**src/sldc_pkg.sv**
```systemverilog
// constants shared by the serial LED digit controller
package sldc_pkg;
  // ==========================================
  // serial word layout
  localparam int WORD_BITS = 16;
  localparam int ADDR_HI   = 11;
  localparam int ADDR_LO   = 8;
  localparam int DATA_HI   = 7;
  localparam int DIGITS    = 4;
  // ==========================================
  // register addresses
  localparam logic [3:0] ADDR_NOOP   = 4'h0;
  localparam logic [3:0] ADDR_DGT_LO = 4'h1;
  localparam logic [3:0] ADDR_DGT_HI = 4'h4;
  localparam logic [3:0] ADDR_DECODE = 4'h9;
  localparam logic [3:0] ADDR_BRIGHT = 4'ha;
  localparam logic [3:0] ADDR_SCAN   = 4'hb;
  localparam logic [3:0] ADDR_PWRDN  = 4'hc;
  localparam logic [3:0] ADDR_RSTCLK = 4'he;
  localparam logic [3:0] ADDR_TEST   = 4'hf;
  // ==========================================
  // field positions and reset values
  localparam int RUN_BIT    = 0;
  localparam int SWRST_BIT  = 0;
  localparam int EXTCLK_BIT = 1;
  localparam int TEST_BIT   = 0;
  localparam logic [7:0] DIGIT_RST  = 8'h00;
  localparam logic [7:0] DECODE_RST = 8'h00;
  localparam logic [3:0] BRIGHT_RST = 4'h0;
  localparam logic [2:0] SCAN_RST   = 3'h0;
  localparam logic [6:0] SEG_ALL    = 7'h7f;
  localparam logic [3:0] DIG_OFF    = 4'hf;
  // ==========================================
  // timing
  localparam int MCLK_NS   = 100;
  localparam int WAKE_NS   = 250000;
  localparam int SCAN_HZ   = 800;
  localparam int PWM_STEPS = 32;
  localparam int MCLK_HZ   = 1000000000 / MCLK_NS;
  localparam logic [11:0] WAKE_CYC = 12'(WAKE_NS / MCLK_NS);
  localparam logic [6:0] STEP_CYC =
    7'(MCLK_HZ / (SCAN_HZ * DIGITS * PWM_STEPS));
  // ==========================================
  // power state
  typedef enum logic [2:0] {
    PWR_DOWN = 3'b001,
    PWR_WAKE = 3'b010,
    PWR_ON   = 3'b100
  } sldc_pwr_t;
endpackage

```
**src/sldc_link_if.sv**
```systemverilog
// carrier for latched words from the serial front end
interface sldc_link_if;
  logic [15:0] word;
  logic        load_pulse;
  modport src (output word, output load_pulse);
  modport dst (input word, input load_pulse);
endinterface

```
**src/sldc_link.sv**
```systemverilog
// serial front end: pin sync, shift register, cascade out
module sldc_link (
  input  wire logic  mclk_i,
  input  wire logic  rst_b_i,
  input  wire logic  ce_i,
  input  wire logic  sclk_i,
  input  wire logic  din_i,
  input  wire logic  load_i,
  output logic       dout_o,
  sldc_link_if.src   link
);
  // ==========================================
  // synchronisers
  logic [1:0]  sclk_m;
  logic [1:0]  load_m;
  logic [1:0]  din_m;
  logic        sclk_d;
  logic        load_d;
  logic        sclk_rise;
  logic        sclk_fall;
  logic        load_rise;
  logic [15:0] shreg;
  logic        spill;

  always_ff @(posedge mclk_i or negedge rst_b_i) begin
    if (!rst_b_i) begin
      sclk_m <= 2'h0;
      load_m <= 2'h0;
      din_m  <= 2'h0;
      sclk_d <= 1'b0;
      load_d <= 1'b0;
    end else if (ce_i) begin
      sclk_m <= {sclk_m[0], sclk_i};
      load_m <= {load_m[0], load_i};
      din_m  <= {din_m[0], din_i};
      sclk_d <= sclk_m[1];
      load_d <= load_m[1];
    end
  end

  assign sclk_rise = sclk_m[1] & ~sclk_d;
  assign sclk_fall = ~sclk_m[1] & sclk_d;
  assign load_rise = load_m[1] & ~load_d;

  // ==========================================
  // shift register, msb first
  always_ff @(posedge mclk_i or negedge rst_b_i) begin
    if (!rst_b_i) begin
      shreg <= 16'h0000;
      spill <= 1'b0;
    end else if (ce_i && sclk_rise) begin
      shreg <= {shreg[14:0], din_m[1]};
      // the msb pushed out here is what leaves on the next fall
      spill <= shreg[15];
    end
  end

  // a bit leaves on the fall after the rise that pushes it out: 16.5 link clocks
  always_ff @(posedge mclk_i or negedge rst_b_i) begin
    if (!rst_b_i) begin
      dout_o <= 1'b0;
    end else if (ce_i && sclk_fall) begin
      dout_o <= spill;
    end
  end

  // ==========================================
  // word handover on load rise
  always_ff @(posedge mclk_i or negedge rst_b_i) begin
    if (!rst_b_i) begin
      link.load_pulse <= 1'b0;
      link.word       <= 16'h0000;
    end else if (ce_i) begin
      link.load_pulse <= load_rise;
      if (load_rise) begin
        link.word <= shreg;
      end
    end
  end
endmodule

```
**src/sldc_top.sv**
```systemverilog
// four-digit LED driver register front end, display logic
// ==========================================
// Overview of operation
// - shift one bit per serial rising edge
// - load rise copies word to addressed register
// - cascade output lags 16.5 cycles, falling edges
// - msb first; address D11-D8, data D7-D0
// - eleven registers selected by 4-bit address
// - digit write changes only that digit
// - shutdown blanks segments low, digits high
// - shutdown keeps digit contents
// - leaving shutdown takes 250 us
// - writes accepted in shutdown; test overrides
// - power-up resets registers, blank, shutdown
// - defaults: one digit, no decode, minimum
// - decode register bit per digit enables font
// - undecoded digit drives segments from data
// - D7 drives decimal point, decoded or not
// - font shows 0-9, E, H, L, P, dash
// - shutdown register D0 one means run
// - brightness register gives sixteen duty steps
// - scan limit picks digits from digit 0
// - fixed address map of all registers
module sldc_top (
  input  wire logic  MCLK_I,
  input  wire logic  RST_B_I,
  input  wire logic  CE_I,
  input  wire logic  SCLK_I,
  input  wire logic  DIN_I,
  input  wire logic  LOAD_I,
  output logic       DOUT_O,
  output logic [6:0] SEGMENT_OUTPUTS_O,
  output logic       DECIMAL_POINT_O,
  output logic [3:0] DIGIT_OUTPUTS_O,
  output logic       EXT_CLK_SEL_O
);
  // ==========================================
  // helpers
  function automatic logic [6:0] font(input logic [3:0] code);
    logic [6:0] seg;
    seg = 7'h00;
    unique case (code)
      4'h0: seg = 7'h7e;
      4'h1: seg = 7'h30;
      4'h2: seg = 7'h6d;
      4'h3: seg = 7'h79;
      4'h4: seg = 7'h33;
      4'h5: seg = 7'h5b;
      4'h6: seg = 7'h5f;
      4'h7: seg = 7'h70;
      4'h8: seg = 7'h7f;
      4'h9: seg = 7'h7b;
      4'ha: seg = 7'h01;
      4'hb: seg = 7'h4f;
      4'hc: seg = 7'h37;
      4'hd: seg = 7'h0e;
      4'he: seg = 7'h67;
      4'hf: seg = 7'h00;
    endcase
    return seg;
  endfunction

  // digit lines sink current, so the selected one is low
  function automatic logic [3:0] dig_sel(input logic [1:0] idx);
    return ~(4'h1 << idx);
  endfunction

  // ==========================================
  // serial front end
  sldc_link_if link ();

  sldc_link u_link (
    .mclk_i  (MCLK_I),
    .rst_b_i (RST_B_I),
    .ce_i    (CE_I),
    .sclk_i  (SCLK_I),
    .din_i   (DIN_I),
    .load_i  (LOAD_I),
    .dout_o  (DOUT_O),
    .link    (link.src)
  );

  // ==========================================
  // word decode
  logic [3:0] addr;
  logic [7:0] data;
  logic       wr;
  logic       sw_rst;
  logic       wr_digit;
  logic [1:0] wr_idx;

  assign addr     = link.word[sldc_pkg::ADDR_HI:sldc_pkg::ADDR_LO];
  assign data     = link.word[sldc_pkg::DATA_HI:0];
  assign wr       = link.load_pulse && CE_I;
  assign sw_rst   = wr && addr == sldc_pkg::ADDR_RSTCLK
                    && data[sldc_pkg::SWRST_BIT];
  // no-op and unused codes fall through every store
  assign wr_digit = wr && addr >= sldc_pkg::ADDR_DGT_LO
                    && addr <= sldc_pkg::ADDR_DGT_HI;
  assign wr_idx   = 2'(addr - sldc_pkg::ADDR_DGT_LO);

  // ==========================================
  // digit storage, 4 x 8 bits
  logic [7:0] digit_mem [sldc_pkg::DIGITS];

  always_ff @(posedge MCLK_I or negedge RST_B_I) begin
    if (!RST_B_I) begin
      for (int i = 0; i < sldc_pkg::DIGITS; i++) begin
        digit_mem[i] <= sldc_pkg::DIGIT_RST;
      end
    end else if (sw_rst) begin
      for (int i = 0; i < sldc_pkg::DIGITS; i++) begin
        digit_mem[i] <= sldc_pkg::DIGIT_RST;
      end
    end else if (wr_digit) begin
      // stored regardless of power state
      digit_mem[wr_idx] <= data;
    end
  end

  // ==========================================
  // control registers
  logic [7:0] digit_decode_enable;
  logic [3:0] bright;
  logic [2:0] scan_lim;
  logic       run;
  logic       test_on;

  always_ff @(posedge MCLK_I or negedge RST_B_I) begin
    if (!RST_B_I) begin
      digit_decode_enable <= sldc_pkg::DECODE_RST;
    end else if (sw_rst) begin
      digit_decode_enable <= sldc_pkg::DECODE_RST;
    end else if (wr && addr == sldc_pkg::ADDR_DECODE) begin
      digit_decode_enable <= data;
    end
  end

  always_ff @(posedge MCLK_I or negedge RST_B_I) begin
    if (!RST_B_I) begin
      bright <= sldc_pkg::BRIGHT_RST;
    end else if (sw_rst) begin
      bright <= sldc_pkg::BRIGHT_RST;
    end else if (wr && addr == sldc_pkg::ADDR_BRIGHT) begin
      bright <= data[3:0];
    end
  end

  always_ff @(posedge MCLK_I or negedge RST_B_I) begin
    if (!RST_B_I) begin
      scan_lim <= sldc_pkg::SCAN_RST;
    end else if (sw_rst) begin
      scan_lim <= sldc_pkg::SCAN_RST;
    end else if (wr && addr == sldc_pkg::ADDR_SCAN) begin
      scan_lim <= data[2:0];
    end
  end

  // power_down_control: only D0 is kept
  always_ff @(posedge MCLK_I or negedge RST_B_I) begin
    if (!RST_B_I) begin
      run <= 1'b0;
    end else if (sw_rst) begin
      run <= 1'b0;
    end else if (wr && addr == sldc_pkg::ADDR_PWRDN) begin
      run <= data[sldc_pkg::RUN_BIT];
    end
  end

  always_ff @(posedge MCLK_I or negedge RST_B_I) begin
    if (!RST_B_I) begin
      test_on <= 1'b0;
    end else if (sw_rst) begin
      test_on <= 1'b0;
    end else if (wr && addr == sldc_pkg::ADDR_TEST) begin
      test_on <= data[sldc_pkg::TEST_BIT];
    end
  end

  // clock select is only reported; the scan always runs on MCLK_I
  always_ff @(posedge MCLK_I or negedge RST_B_I) begin
    if (!RST_B_I) begin
      EXT_CLK_SEL_O <= 1'b0;
    end else if (wr && addr == sldc_pkg::ADDR_RSTCLK) begin
      EXT_CLK_SEL_O <= data[sldc_pkg::EXTCLK_BIT];
    end
  end

  // ==========================================
  // power sequencing
  sldc_pkg::sldc_pwr_t pwr;
  sldc_pkg::sldc_pwr_t next_pwr;
  logic [11:0]         wake_cnt;

  always_comb begin
    next_pwr = pwr;
    unique case (pwr)
      sldc_pkg::PWR_DOWN: begin
        if (run) begin
          next_pwr = sldc_pkg::PWR_WAKE;
        end
      end
      sldc_pkg::PWR_WAKE: begin
        if (!run) begin
          next_pwr = sldc_pkg::PWR_DOWN;
        end else if (wake_cnt == sldc_pkg::WAKE_CYC - 12'h001) begin
          next_pwr = sldc_pkg::PWR_ON;
        end
      end
      sldc_pkg::PWR_ON: begin
        if (!run) begin
          next_pwr = sldc_pkg::PWR_DOWN;
        end
      end
      default: next_pwr = sldc_pkg::PWR_DOWN;
    endcase
  end

  always_ff @(posedge MCLK_I or negedge RST_B_I) begin
    if (!RST_B_I) begin
      pwr <= sldc_pkg::PWR_DOWN;
    end else if (CE_I) begin
      pwr <= next_pwr;
    end
  end

  always_ff @(posedge MCLK_I or negedge RST_B_I) begin
    if (!RST_B_I) begin
      wake_cnt <= 12'h000;
    end else if (CE_I) begin
      if (pwr == sldc_pkg::PWR_WAKE && run) begin
        wake_cnt <= wake_cnt + 12'h001;
      end else begin
        wake_cnt <= 12'h000;
      end
    end
  end

  // ==========================================
  // scan and brightness timing
  logic [6:0] step_cnt;
  logic [4:0] slot;
  logic [1:0] cur_dig;
  logic [1:0] last_dig;
  logic       lit;

  // limits above the last digit clamp to all four
  assign last_dig = test_on ? 2'h3
                  : (scan_lim > 3'h3 ? 2'h3 : scan_lim[1:0]);
  // duty (2k+1)/32 of each digit slot
  assign lit      = slot <= {bright, 1'b0};

  always_ff @(posedge MCLK_I or negedge RST_B_I) begin
    if (!RST_B_I) begin
      step_cnt <= 7'h00;
      slot     <= 5'h00;
      cur_dig  <= 2'h0;
    end else if (CE_I) begin
      if (step_cnt == sldc_pkg::STEP_CYC - 7'h01) begin
        step_cnt <= 7'h00;
        slot     <= slot + 5'h01;
        if (slot == 5'h1f) begin
          cur_dig <= (cur_dig >= last_dig) ? 2'h0 : cur_dig + 2'h1;
        end
      end else begin
        step_cnt <= step_cnt + 7'h01;
      end
    end
  end

  // ==========================================
  // segment and digit drive
  logic [6:0] next_seg;
  logic       next_point;
  logic [3:0] next_dig;
  logic [7:0] cur_data;

  assign cur_data = digit_mem[cur_dig];

  always_comb begin
    next_seg = 7'h00;
    next_point = 1'b0;
    next_dig = sldc_pkg::DIG_OFF;
    if (test_on) begin
      // test lights everything even in shutdown
      next_seg = sldc_pkg::SEG_ALL;
      next_point = 1'b1;
      next_dig = dig_sel(cur_dig);
    end else if (pwr == sldc_pkg::PWR_ON && lit) begin
      if (digit_decode_enable[cur_dig]) begin
        next_seg = font(cur_data[3:0]);
      end else begin
        next_seg = cur_data[6:0];
      end
      next_point = cur_data[7];
      next_dig = dig_sel(cur_dig);
    end
  end

  // blank drive in shutdown: segments low, digits high
  always_ff @(posedge MCLK_I or negedge RST_B_I) begin
    if (!RST_B_I) begin
      SEGMENT_OUTPUTS_O <= 7'h00;
      DECIMAL_POINT_O   <= 1'b0;
      DIGIT_OUTPUTS_O   <= sldc_pkg::DIG_OFF;
    end else if (CE_I) begin
      SEGMENT_OUTPUTS_O <= next_seg;
      DECIMAL_POINT_O   <= next_point;
      DIGIT_OUTPUTS_O   <= next_dig;
    end
  end
endmodule

```
**config.mk**
```make
export PLATFORM = sky130hd
export DESIGN_NAME = sldc_top
export DESIGN_NICKNAME = d
export VERILOG_FILES = /design/src/sldc_pkg.sv /design/src/sldc_link_if.sv /design/src/sldc_link.sv /design/src/sldc_top.sv
export SDC_FILE = /design/constraint.sdc
export NUM_CORES = 1
export LEC_CHECK = 0
export BUFFER_PORTS_ARGS = -buffer_cell sky130_fd_sc_hd__buf_2
export CORE_AREA = 2 2 109 111
export CTS_BUF_LIST = sky130_fd_sc_hd__clkbuf_4 sky130_fd_sc_hd__clkbuf_8 sky130_fd_sc_hd__clkbuf_16
export DETAILED_ROUTE_END_ITERATION = 8
export DIE_AREA = 0 0 111 113
export GPL_ROUTABILITY_DRIVEN = 0
export PLACE_DENSITY = 0.82
export SLEW_MARGIN = 5
export SYNTH_ARGS = -nofsm -noshare
export SYNTH_HDL_FRONTEND = slang
export SYNTH_SLANG_ARGS = --single-unit
```
**constraint.sdc**
```tcl
create_clock -name MCLK_I -period 2.1 [get_ports MCLK_I]
set_input_delay 0.21 -clock MCLK_I [delete_from_list [all_inputs] [get_ports MCLK_I]]
set_output_delay 0.21 -clock MCLK_I [all_outputs]
set_load 0.03 [all_outputs]
```
==> run_results.csv <==
group,metric,value,unit
floorplanning,die_w,111,um
clocking,clock_sinks,126,
place,portBuffers,19,
clocking,clockBufferDepth,2,
synthesis,synth_area_per_cell,11.2,um2
synthesis,syn-cell-area,6090,um2
critical_path,worst_setup_path_start_kind,"flop",
critical_path,path_buf_inv,1,
finish,fin_util,63.5,%
critical_path,r2r_cells,7,
global_routing,grt_pass1_vias,4362,
floorplanning,ios,20,
critical_path,path_cells,"mux4_2, inv_2, ha_1, nand2_1, o21ai_0, o221ai_1, o221a_2",
timing,grt_setup_unrepaired,"yes",
synthesis,yosysTopAreaCell,"dfrtp_1",
power_and_ir_drop,powerDensity,945,nW/um2
critical_path,cp.arrival,2.40,ns
finish,nets,612,
timing,hold_viol,0,
critical_path,crit_path_top_delay_cell,"mux4_2",
power_and_ir_drop,seqPwrFrac,45.6,%
clocking,worstSkewPairLatency,0.41,ns
routing,post_drt_wl_per_cell,16.8,um
timing,setup_violations,0,
timing,fmax,0.487,GHz
synthesis,ys_top_cells_by_area,"dfrtp_1 50%, mux2_2 8.1%, mux2i_1 5.6%, ha_1 4.3%, nor2_1 3.8%",
power_and_ir_drop,p_int,0.00507,W
synthesis,yosys_register_bits,126,
critical_path,cpPeakStageDelay,0.59,ns
critical_path,cp.depth,7,
floorplanning,core,11300,um2
hold_path,worstHoldPathCells,2,
global_routing,grt_max_degree,59,
finish,final_cell_mix,"120 x dfrtp_1, 61 x nor2_1, 44 x mux2_2, 36 x o21ai_0",
synthesis,seq_area_frac_synth,51.9,%
synthesis,async_flop_share,100,%
global_routing,antenna_found_initial,0,
routing,drc,0,
floorplanning,die_area,12500,um2
power_and_ir_drop,p_sw,0.00169,W
floorplanning,die_y,113,um
routing,first_pass_iters,5,
timing,slew_headroom,56.6,%
routing,avgViaCountPerCell,5.82,
power_and_ir_drop,irDropWorstVdd,0.000734,V
synthesis,ys_types,53,
finish,final_common_cell,"dfrtp_1",
finish,n_antenna_cell,0,
clocking,clkSlewWorstSetupHoldPaths,0.05,ns
routing,vias,4301,
finish,nFillCells,810,
global_routing,grt_usage,20.8,%
timing,finalCritPeriodShare,97.8,%
timing,slew_violations,0,
run,maxCapViolations,0,
global_routing,grt_pass1_wl,20.9,mm
routing,ant_nets,0,
global_routing,grt_overflow,0,
finish,final_area,7160,um2
synthesis,synth_warnings,0,
clocking,cts_buffers,17,
synthesis,synth_top_area_share,49.7,%
synthesis,synth_enable_flop_cells,0,
finish,final_layout_size_suffix_gt1_share,25.8,%
clocking,cts_tree,"built",
timing,worst_slew_pin_slew,0.649,ns
floorplanning,row_count,39,
routing,routed_wl,12.4,mm
place,dpl.hpwl,8.15,mm
synthesis,syn_inst,544,
floorplanning,initial_core_util,54.0,%
synthesis,synthesis.nets,571,
clocking,clockRootBuffer,"clkbuf_16",
outcome,outcome,"completed",
power_and_ir_drop,pwr-share-comb,10.4,%
critical_path,cp_data_required_time,2.45,ns
finish,stdcell_count,739,
timing,fin_crit,2.05,ns
place,placed_cell_area,6440,um2
power_and_ir_drop,clkPwrFrac,44.0,%
place,place_inst,699,
timing,clock-skew-final,0.00825,ns
critical_path,criticalPathCategory,"flop to flop",
finish,synthToLayoutAreaGrowth,17.5,%
critical_path,cp_max_fo,5,
power_and_ir_drop,p_leak,3.36,nW
hold_path,hold_class,"input pin to flop",
clocking,cts-htree-levels,4,
synthesis,yosys_most_used_dff,"dfrtp_1",
routing,drtIter0Drc,443,
critical_path,critical_path.top_delay_family,"multiplexers",
critical_path,end_kind,"flop",
power_and_ir_drop,swShare,25.0,%
timing,timing.hold.ws,0.0341,ns
[synth_stat cells (all sizes together), types with 2 or more instances]
library cell / count
mux2: 44
nand2b: 9
xnor2: 5
nand2: 35
a21bo: 2
inv: 24
nor3: 8
a21oi: 17
o22ai: 3
and2: 2
buf: 10
mux2i: 34
nand3b: 3
or2: 3
or4b: 2
xor2: 6
o221ai: 3
a211oi: 2
nor4b: 3
dfstp: 5
or3: 4
nor2: 62
o21ai: 37
clkbuf: 14
nand4: 6
nor3b: 3
and3: 5
nand3: 15
dfrtp: 121
o31ai: 3
nor2b: 5
a31oi: 5
mux4: 9
a21o: 2
ha: 21
nand4b: 2
[registers in the layout, summed over array words and instances, names as in the netlist, 2 cells and up]
name	cells
SEGMENT_OUTPUTS_O	7
u_link.link.word	12
digit_mem	32
digit_decode_enable	4
DIGIT_OUTPUTS_O	4
wake_cnt	12
pwr	3
cur_dig	2
bright	4
step_cnt	7
slot	5
u_link.din_m	2
u_link.sclk_m	2
u_link.shreg	16
scan_lim	3
u_link.load_m	2
[worst paths after layout]
check,from,slack (ns),end
setup / recovery,cur_dig[0],0.05,SEGMENT_OUTPUTS_O[5]
hold / removal,LOAD_I,0.03,u_link.load_m[0]
max in group asynchronous,RST_B_I,1.13,cur_dig[0]
setup reg to reg,cur_dig[0],0.05,SEGMENT_OUTPUTS_O[5]
hold reg to reg,DIGIT_OUTPUTS_O[2],0.48,DIGIT_OUTPUTS_O[2]
min in group asynchronous,RST_B_I,0.31,u_link.sclk_m[0]
[final cells by class]
class                      count  area (um2)  area share, %
inverter                      24        92.6           1.29
timing repair buffer          46         357           4.98
multi-input combinational    370        2760           38.6
clock inverter                 7         110           1.54
tap                          143         179           2.50
clock buffer                  23         495           6.92
sequential                   126        3160           44.2
[logic make-up after synthesis]
family                   count (synthesis)  synth area share, %
AND/OR/NAND/NOR                        170                 13.7
flip-flops                             126                 51.9
multiplexers                            87                 17.1
AO/OA/AOI/OAI                           81                 8.10
buffers and inverters                   48                 3.35
adder cells (fa/ha/maj)                 21                 4.31
XOR/XNOR                                11                 1.58
[stage by stage]
| step | power [W] | setup WS [ns] | TNS (ns) |
|---|---|---|---|
| finish | 0.00676 | 0.0453 | 0 |
| global route | 0.00706 | -0.0415 | -0.111 |
| CTS | 0.00681 | 0.0287 | 0 |
| detailed placement | 0.00381 | -0.0220 | -0.0220 |
| global placement | 0.00374 | 0.0615 | 0 |
| floorplan | 0.00352 | 0.0112 | 0 |
[power groups by stage]
stage | clock network (W) | logic [W] | registers, W
final | 0.00297 | 0.000704 | 0.00308
after global routing | 0.00313 | 0.000788 | 0.00314
after CTS | 0.00302 | 0.000710 | 0.00308
after detailed placement | 0 | 0.000694 | 0.00312
after global placement | 0 | 0.000650 | 0.00309
after floorplan | 0 | 0.000549 | 0.00297
[routing by layer]
layer	vias to the layer above	wire length [um]	part of all wire, %	global-route usage [%]
met5	-	0	0	0
met4	0	193	1.6	8.33
met3	24	448	3.6	4.07
met2	106	6570	53	37.0
met1	2167	5180	42	25.1
li1	2004	-	-	-
[repair_timing]
| action | CTS | global route |
|---|---|---|
| pin swaps | 0 | 3 |
| resized for setup | 1 | 11 |
| hold endpoints to repair | 33 | 0 |
| setup endpoints to repair | 1 | 6 |
| hold buffers | 1 | 0 |
| setup buffers | 3 | 6 |
No activity file was read; power rests on OpenSTA's default activity.
